$ cat src/dsm_pkg.sv
// constants and types for the serial mode-control register bank
package dsm_pkg;
  localparam int WORD_BITS = 16;
  localparam int IDX_MSB = 14;
  localparam int IDX_LSB = 8;
  localparam logic [6:0] IDX_LEFT_ATTEN = 7'h10;
  localparam logic [6:0] IDX_RIGHT_ATTEN = 7'h11;
  localparam logic [6:0] IDX_MUTE_CTRL = 7'h12;
  localparam logic [6:0] IDX_CONV_CTRL = 7'h13;
  localparam logic [6:0] IDX_FORMAT_CTRL = 7'h14;
  localparam logic [6:0] IDX_ZERO_CTRL = 7'h16;
  localparam logic [7:0] ATTEN_RESET = 8'hff;
  localparam logic [7:0] ATTEN_SILENT_MAX = 8'h80;
  localparam logic [7:0] MUTE_CTRL_RESET = 8'h00;
  localparam logic [7:0] CONV_CTRL_RESET = 8'h00;
  localparam logic [7:0] FORMAT_CTRL_RESET = 8'h05;
  localparam logic [7:0] ZERO_CTRL_RESET = 8'h00;
  // bit positions inside the mode registers
  localparam int MUTE_LEFT_BIT = 0;
  localparam int MUTE_RIGHT_BIT = 1;
  localparam int OVERSAMPLE_BIT = 6;
  localparam int REINIT_BIT = 7;
  localparam int CONV_LEFT_BIT = 0;
  localparam int CONV_RIGHT_BIT = 1;
  localparam int DEEMPH_EN_BIT = 4;
  localparam int DEEMPH_RATE_LSB = 5;
  localparam int FORMAT_LSB = 0;
  localparam int ROLLOFF_BIT = 5;
  localparam int PHASE_BIT = 0;
  localparam int ZPOL_BIT = 1;
  localparam int ZCOMMON_BIT = 2;
  // attenuator ramp: one step every 8 sample periods
  localparam int RAMP_SAMPLES = 8;
  localparam int SAMPLE_CNT_W = 3;

  typedef struct packed {
    logic [1:0] deemphasisRateSelect;
    logic deemphasisEnable;
    logic rightConverterDisable;
    logic leftConverterDisable;
    logic [2:0] audioFormatSelect;
    logic rolloffSelect;
    logic oversampleSelect;
    logic commonZeroFlagSelect;
    logic zeroFlagPolarity;
    logic outputPhaseInvert;
  } dsm_mode_type;
endpackage

$ cat src/dsm_control_port.sv
// serial control port, mode register bank and ramping attenuators
//
// Contract
// - each write carries exactly one sixteen-bit word
// - bits fourteen to eight are the seven-bit register index
// - low byte is stored into the register chosen by index
// - latch rising after sixteen bits commits word to register
// - port is asynchronous; updates cross safely into audio domain
// - indices 10h to 14h and 16h decode; 15h absent
// - 10h and 11h hold left/right attenuation, reset all ones
// - codes 129 to 255 give 0.5*(N-255) dB
// - codes 0 to 128 give infinite attenuation
// - applied level steps 0.5 dB each 8/fS toward target
// - left and right attenuators ramp independently
// - 13h bits 1:0 disable right/left converter, reset zero
// - 13h bit 4 de-emphasis enable, bits 6:5 rate, reset zero
// - 14h bits 2:0 data format, reset 24-bit left-justified
// - 14h bit 5 rolloff, reset sharp, one selects slow
// - 16h bits 2:0 common flag, polarity, phase, reset zero
// - mute ramps down to silence and back up at same rate
// - soft reinit bit returns all registers to defaults
// - format codes: right-justified widths, I2S, left-justified default
// - disabled converter holds output at bipolar zero
module dsm_control_port
  import dsm_pkg::*;
(
  input wire logic clock,
  input wire logic rstn,
  input wire logic controlLatchLine,
  input wire logic controlBitClock,
  input wire logic controlSerialInput,
  input wire logic sampleClock,
  output logic [7:0] leftAppliedLevel,
  output logic [7:0] rightAppliedLevel,
  output logic leftHoldBipolarZero,
  output logic rightHoldBipolarZero,
  output dsm_mode_type modeSettings
);

  // two-stage synchronisers for the pins
  logic [2:0] latchSync_reg, latchSync_next;
  logic [2:0] bclkSync_reg, bclkSync_next;
  logic [2:0] lrSync_reg, lrSync_next;
  logic [1:0] dataSync_reg, dataSync_next;

  always_comb
  begin
    latchSync_next = {latchSync_reg[1:0], controlLatchLine};
    bclkSync_next = {bclkSync_reg[1:0], controlBitClock};
    lrSync_next = {lrSync_reg[1:0], sampleClock};
    dataSync_next = {dataSync_reg[0], controlSerialInput};
  end

  always_ff @(posedge clock or negedge rstn)
  begin
    if (!rstn)
    begin
      latchSync_reg <= 3'h7;
      bclkSync_reg <= 3'h0;
      lrSync_reg <= 3'h0;
      dataSync_reg <= 2'h0;
    end
    else
    begin
      latchSync_reg <= latchSync_next;
      bclkSync_reg <= bclkSync_next;
      lrSync_reg <= lrSync_next;
      dataSync_reg <= dataSync_next;
    end
  end

  // edge detect only on stages past the first
  logic latchLow, latchRise, bclkRise, sampleTick;
  assign latchLow = ~latchSync_reg[1];
  assign latchRise = latchSync_reg[1] & ~latchSync_reg[2];
  assign bclkRise = bclkSync_reg[1] & ~bclkSync_reg[2];
  assign sampleTick = lrSync_reg[1] & ~lrSync_reg[2];

  // shift register and bit counter
  logic [15:0] shift_reg, shift_next;
  logic [4:0] bitCount_reg, bitCount_next;
  logic commit;
  logic [6:0] writeIndex;
  logic [7:0] writeData;

  always_comb
  begin
    shift_next = shift_reg;
    bitCount_next = bitCount_reg;
    if (latchRise)
      bitCount_next = 5'h00;
    else if (latchLow && bclkRise)
    begin
      shift_next = {shift_reg[14:0], dataSync_reg[1]};
      if (bitCount_reg != 5'h1f)
        bitCount_next = bitCount_reg + 5'h01;
    end
  end

  // commit only after exactly sixteen bits
  assign commit = latchRise && (bitCount_reg == 5'(WORD_BITS));
  assign writeIndex = shift_reg[IDX_MSB:IDX_LSB];
  assign writeData = shift_reg[7:0];

  always_ff @(posedge clock or negedge rstn)
  begin
    if (!rstn)
    begin
      shift_reg <= 16'h0000;
      bitCount_reg <= 5'h00;
    end
    else
    begin
      shift_reg <= shift_next;
      bitCount_reg <= bitCount_next;
    end
  end

  // mode register bank
  logic [7:0] leftCode_reg, leftCode_next;
  logic [7:0] rightCode_reg, rightCode_next;
  logic [7:0] muteCtrl_reg, muteCtrl_next;
  logic [7:0] convCtrl_reg, convCtrl_next;
  logic [7:0] formatCtrl_reg, formatCtrl_next;
  logic [7:0] zeroCtrl_reg, zeroCtrl_next;

  always_comb
  begin
    leftCode_next = leftCode_reg;
    rightCode_next = rightCode_reg;
    muteCtrl_next = muteCtrl_reg;
    convCtrl_next = convCtrl_reg;
    formatCtrl_next = formatCtrl_reg;
    zeroCtrl_next = zeroCtrl_reg;
    // reinit restores defaults; self-clears with the rest
    if (muteCtrl_reg[REINIT_BIT])
    begin
      leftCode_next = ATTEN_RESET;
      rightCode_next = ATTEN_RESET;
      muteCtrl_next = MUTE_CTRL_RESET;
      convCtrl_next = CONV_CTRL_RESET;
      formatCtrl_next = FORMAT_CTRL_RESET;
      zeroCtrl_next = ZERO_CTRL_RESET;
    end
    else if (commit)
    begin
      if (writeIndex == IDX_LEFT_ATTEN)
        leftCode_next = writeData;
      else if (writeIndex == IDX_RIGHT_ATTEN)
        rightCode_next = writeData;
      else if (writeIndex == IDX_MUTE_CTRL)
        muteCtrl_next = writeData;
      else if (writeIndex == IDX_CONV_CTRL)
        convCtrl_next = writeData;
      else if (writeIndex == IDX_FORMAT_CTRL)
        formatCtrl_next = writeData;
      else if (writeIndex == IDX_ZERO_CTRL)
        zeroCtrl_next = writeData;
    end
  end

  always_ff @(posedge clock or negedge rstn)
  begin
    if (!rstn)
    begin
      leftCode_reg <= ATTEN_RESET;
      rightCode_reg <= ATTEN_RESET;
      muteCtrl_reg <= MUTE_CTRL_RESET;
      convCtrl_reg <= CONV_CTRL_RESET;
      formatCtrl_reg <= FORMAT_CTRL_RESET;
      zeroCtrl_reg <= ZERO_CTRL_RESET;
    end
    else
    begin
      leftCode_reg <= leftCode_next;
      rightCode_reg <= rightCode_next;
      muteCtrl_reg <= muteCtrl_next;
      convCtrl_reg <= convCtrl_next;
      formatCtrl_reg <= formatCtrl_next;
      zeroCtrl_reg <= zeroCtrl_next;
    end
  end

  // codes up to 128 collapse to one silent level
  function automatic logic [7:0] effectiveLevel(input logic [7:0] code,
                                                input logic mute);
    if (mute || code <= ATTEN_SILENT_MAX)
      effectiveLevel = ATTEN_SILENT_MAX;
    else
      effectiveLevel = code;
  endfunction

  // one half-decibel step toward the target
  function automatic logic [7:0] stepToward(input logic [7:0] now,
                                            input logic [7:0] target);
    if (now < target)
      stepToward = now + 8'h01;
    else if (now > target)
      stepToward = now - 8'h01;
    else
      stepToward = now;
  endfunction

  // sample divider; step paced by sample clock so ramp stays 8/fS
  logic [SAMPLE_CNT_W-1:0] sampleCnt_reg, sampleCnt_next;
  logic rampStep;
  logic [7:0] leftLevel_reg, leftLevel_next;
  logic [7:0] rightLevel_reg, rightLevel_next;
  logic [7:0] leftTarget, rightTarget;

  assign leftTarget = effectiveLevel(leftCode_reg,
                                     muteCtrl_reg[MUTE_LEFT_BIT]);
  assign rightTarget = effectiveLevel(rightCode_reg,
                                      muteCtrl_reg[MUTE_RIGHT_BIT]);
  assign rampStep = sampleTick &&
    (sampleCnt_reg == SAMPLE_CNT_W'(RAMP_SAMPLES - 1));

  always_comb
  begin
    sampleCnt_next = sampleCnt_reg;
    leftLevel_next = leftLevel_reg;
    rightLevel_next = rightLevel_reg;
    if (sampleTick)
      sampleCnt_next = sampleCnt_reg + SAMPLE_CNT_W'(1);
    // each channel steps on its own target
    if (muteCtrl_reg[REINIT_BIT])
    begin
      leftLevel_next = ATTEN_RESET;
      rightLevel_next = ATTEN_RESET;
    end
    else if (rampStep)
    begin
      leftLevel_next = stepToward(leftLevel_reg, leftTarget);
      rightLevel_next = stepToward(rightLevel_reg, rightTarget);
    end
  end

  always_ff @(posedge clock or negedge rstn)
  begin
    if (!rstn)
    begin
      sampleCnt_reg <= '0;
      leftLevel_reg <= ATTEN_RESET;
      rightLevel_reg <= ATTEN_RESET;
    end
    else
    begin
      sampleCnt_reg <= sampleCnt_next;
      leftLevel_reg <= leftLevel_next;
      rightLevel_reg <= rightLevel_next;
    end
  end

  // registered outputs toward the audio path
  dsm_mode_type mode_next;
  dsm_mode_type mode_reg;
  logic leftZero_reg, rightZero_reg;

  always_comb
  begin
    mode_next.deemphasisRateSelect =
      convCtrl_reg[DEEMPH_RATE_LSB +: 2];
    mode_next.deemphasisEnable = convCtrl_reg[DEEMPH_EN_BIT];
    mode_next.rightConverterDisable = convCtrl_reg[CONV_RIGHT_BIT];
    mode_next.leftConverterDisable = convCtrl_reg[CONV_LEFT_BIT];
    mode_next.audioFormatSelect = formatCtrl_reg[FORMAT_LSB +: 3];
    mode_next.rolloffSelect = formatCtrl_reg[ROLLOFF_BIT];
    mode_next.oversampleSelect = muteCtrl_reg[OVERSAMPLE_BIT];
    mode_next.commonZeroFlagSelect = zeroCtrl_reg[ZCOMMON_BIT];
    mode_next.zeroFlagPolarity = zeroCtrl_reg[ZPOL_BIT];
    mode_next.outputPhaseInvert = zeroCtrl_reg[PHASE_BIT];
  end

  always_ff @(posedge clock or negedge rstn)
  begin
    if (!rstn)
    begin
      // format default shown from reset on, not one edge late
      mode_reg <= '0;
      mode_reg.audioFormatSelect <= FORMAT_CTRL_RESET[FORMAT_LSB +: 3];
      leftZero_reg <= 1'b0;
      rightZero_reg <= 1'b0;
    end
    else
    begin
      mode_reg <= mode_next;
      leftZero_reg <= mode_next.leftConverterDisable;
      rightZero_reg <= mode_next.rightConverterDisable;
    end
  end

  assign modeSettings = mode_reg;
  assign leftAppliedLevel = leftLevel_reg;
  assign rightAppliedLevel = rightLevel_reg;
  assign leftHoldBipolarZero = leftZero_reg;
  assign rightHoldBipolarZero = rightZero_reg;
endmodule

$ cat config.mk
export PLATFORM = sky130hd
export DESIGN_NAME = dsm_control_port
export DESIGN_NICKNAME = d
export VERILOG_FILES = /design/src/dsm_pkg.sv /design/src/dsm_control_port.sv
export SDC_FILE = /design/constraint.sdc
export NUM_CORES = 1
export LEC_CHECK = 0
export ABC_AREA = 1
export BUFFER_PORTS_ARGS = -buffer_cell sky130_fd_sc_hd__buf_2
export CORE_MARGIN = 4
export CORE_UTILIZATION = 31
export DETAILED_ROUTE_END_ITERATION = 7
export PLACE_DENSITY = 0.48
export SETUP_SLACK_MARGIN = 0.3
export SYNTH_ARGS = -nofsm -noshare
export SYNTH_HDL_FRONTEND = slang
export SYNTH_SLANG_ARGS = --single-unit
export TNS_END_PERCENT = 100
$ cat constraint.sdc
create_clock -name clock -period 4.15 [get_ports clock]
set_input_delay 0.415 -clock clock [delete_from_list [all_inputs] [get_ports clock]]
set_output_delay 0.415 -clock clock [all_outputs]
set_load 0.02 [all_outputs]
==> impl_metrics.py <==
metrics = {
    "power": {
        "leakagePower_nw": 2.63,
        "powerDensity_mw_per_mm2": 730,
        "ir_drop_mv": 0.273,
    },
    "critical_path": {
        "crit_family": "simple AND/OR/NAND/NOR gates",
        "cpMaxStageDelayCell": "dfstp_2",
        "ff2ff_setup_slack_ps": 790,
        "critPathKind": "reg -> reg",
        "critPathMaxFanout": 11,
        "start_kind": "register",
        "critPathMostFrequentCell": "nand2_1",
        "cp.arrival_ps": 3650,
        "worstPathCellList": "nor3_1 -> a211oi_2 -> nand2_1 -> ha_1 -> a21oi_1 -> nand2_1 -> nand2_1 -> nand2_1 -> ha_1 -> a21oi_1 -> nand2_1 -> a21oi_1 -> xnor2_1 -> nor2_1 -> nor2_1",
        "max_stage_delay_ps": 550,
        "crit_buf_inv": 0,
        "cp_data_required_time_ps": 4430,
        "cp-end-kind": "register",
    },
    "synth": {
        "yosysWarningCount": 0,
        "synthDistinctLibCells": 38,
        "ys.flop_type": "dfrtp_1",
        "syn-mean-instance-area_um2": 9.14,
        "synth.area.top_cells": "dfrtp_1 30%, dfstp_2 22%, ha_1 9.3%",
        "synth-edff-count": 0,
        "yosysSeqAreaShare": 0.513,
        "synthDominantCellAreaShare": 0.297,
        "yosysTopAreaCell": "dfrtp_1",
        "syn_area_mm2": 0.00473,
        "synth_seq_cells": 95,
        "async_reset_ff_frac": 1.00,
        "synthCells": 517,
    },
    "timing": {
        "fin_crit_sh": 0.810,
        "fin_setup_tns_ps": 0,
        "final-hold-violation-count": 0,
        "finalSetupViolCount": 0,
        "worst_pin_slew_ps": 965,
        "finalMaxSlewViolations": 0,
        "fmax_ghz": 0.297,
        "rsz0062_at_grt": "false",
        "layout_setup_ws_ps": 788,
        "fin_crit_ps": 3360,
        "skew_ps": 6.18,
        "relSlewSlack": 0.357,
    },
    "global_route": {
        "grt_pass1_wl_mm": 17.3,
        "grt_pass1_vias": 3565,
        "antenna_found_initial": 0,
        "gr-total-overflow": 0,
        "grt_usage": 0.122,
        "grt_start_max_net_pins": 77,
    },
    "route": {
        "drt_iter0_markers": 169,
        "post_drt_wl_per_cell_um": 13.1,
        "vias": 3462,
        "first_pass_iters": 4,
        "wl_met2_mm": 4.57,
        "routed-wl-met3_um": 349,
        "routed_wl_mm": 9.79,
        "ant_nets": 0,
        "drc_errors": 0,
        "drt-vias-per-instance": 4.64,
        "wl_met1_mm": 4.73,
        "dr.max_layer_used": "met4",
    },
    "cts": {
        "clk_pin_slew_ps": 70,
        "clock_latency_ps": 350,
        "hold_buffers": 0,
        "numCtsBuffers": 9,
        "postCtsSetupRepairBufs": 0,
        "cts_max_level": 3,
        "root_buffer": "clkbuf_16",
        "cts.sinks": 95,
        "cts.repair.resized": 0,
        "cts_tree": "done",
        "clock_path_buffers": 2,
    },
    "floorplan": {
        "core_area_mm2": 0.0148,
        "placementRows": 44,
        "io_pins": 37,
        "chipWidth_um": 131,
        "die_area_mm2": 0.0173,
        "start_util": 0.320,
        "die_h_um": 131,
    },
    "place": {
        "place_congestion": 0.839,
        "hpwl_mm": 7.03,
        "place_inst": 730,
        "port_buffers": 36,
        "dpl_worst_slack_ps": 571,
    },
    "finish": {
        "layout-drive-gt1-share": 0.212,
        "final_cell_mix": "103 x nand2_1, 76 x nor2_1, 56 x dfrtp_1",
        "nNetsFinal": 600,
        "largest_reg_flops": 15,
        "ff_latch_area_mm2": 0.00243,
        "antennaDiodeCount": 0,
        "stdcell_count": 746,
        "syn2layout_area_growth_pct": 14.6,
        "multi_input_area_mm2": 0.00207,
        "layout_commonest_cell": "nand2_1",
        "n_fill_cell": 1527,
    },
    "hold_path": {
        "hp-class": "in -> reg",
    },
    "flow_run": {
        "max_cap_violations": 0,
    },
    "outcome": {
        "status": "finished, final reports clean",
    },
}
## cell usage after synthesis, types with 3 or more instances
master	instances
clkbuf_1	4
xor2_1	7
nor2_1	76
dfrtp_1	56
nand2_2	7
nand4_1	8
ha_1	35
o21ai_1	6
inv_1	44
dfstp_2	39
nand3_1	25
o21ai_0	21
xnor2_1	4
nor3_1	5
nand2_1	103
inv_2	3
a21o_1	6
a21oi_1	37
## layer usage
layer  GRT usage  up-vias
met5           0        -
met3      0.0333       11
met1       0.154     1637
li1            -     1770
met2       0.202       44
met4      0.0420        0
## kinds of logic after synthesis
logic type | after synthesis | share of synthesized area
AND/OR/NAND/NOR | 237 | 0.219
flip-flops | 95 | 0.513
AO/OA/AOI/OAI | 77 | 0.0903
buffers and inverters | 57 | 0.0506
adder cells (fa/ha/maj) | 37 | 0.101
XOR/XNOR | 11 | 0.0204
multiplexers | 2 | 0.00477
other | 1 | 0.000794
## per-stage QoR
stage | utilization | power, mW | hold slack (ps) | instance area [um^2]
after global routing | 0.367 | 4.33 | 137 | 5420
final | 0.367 | 3.96 | 160 | 5420
after CTS | 0.366 | 4.02 | 137 | 5410
after global placement | 0.345 | 3.06 | 335 | 5090
after detailed placement | 0.345 | 3.11 | 336 | 5090
after floorplan | - | 2.68 | 119 | 4730
## report_power, final
group,switching (mW),internal (mW)
sequential,0.183,1.13
clock,0.389,0.481
combinational,1.06,0.712
## layout make-up
cell class,instances,area share
clock buffers,9,0.0416
clock inverters,7,0.0164
inverters,48,0.0335
multi-input cells,366,0.383
flip-flops and latches,95,0.448
well taps,184,0.0425
repair buffers,37,0.0351
## worst reg2reg max path, stage by stage (launching register included)
cell	delay, ps
dfstp_2	550
nor3_1	60
a211oi_2	400
nand2_1	120
ha_1	310
a21oi_1	160
nand2_1	80
nand2_1	100
nand2_1	280
ha_1	450
a21oi_1	200
nand2_1	120
a21oi_1	170
xnor2_1	140
nor2_1	70
nor2_1	90
## path summary, 6_finish.rpt
path | cells after the start | startpoint | to
min in group asynchronous | 1 | rstn | lrSync_reg[2]
hold / removal | 1 | controlLatchLine | latchSync_reg[0]
hold reg to reg | 0 | bclkSync_reg[0] | bclkSync_reg[1]
setup reg to reg | 15 | leftCode_reg[1] | leftAppliedLevel[5]
setup / recovery | 15 | leftCode_reg[1] | leftAppliedLevel[5]
max in group asynchronous | 2 | rstn | latchSync_reg[0]
No activity file was read; power rests on OpenSTA's default activity.
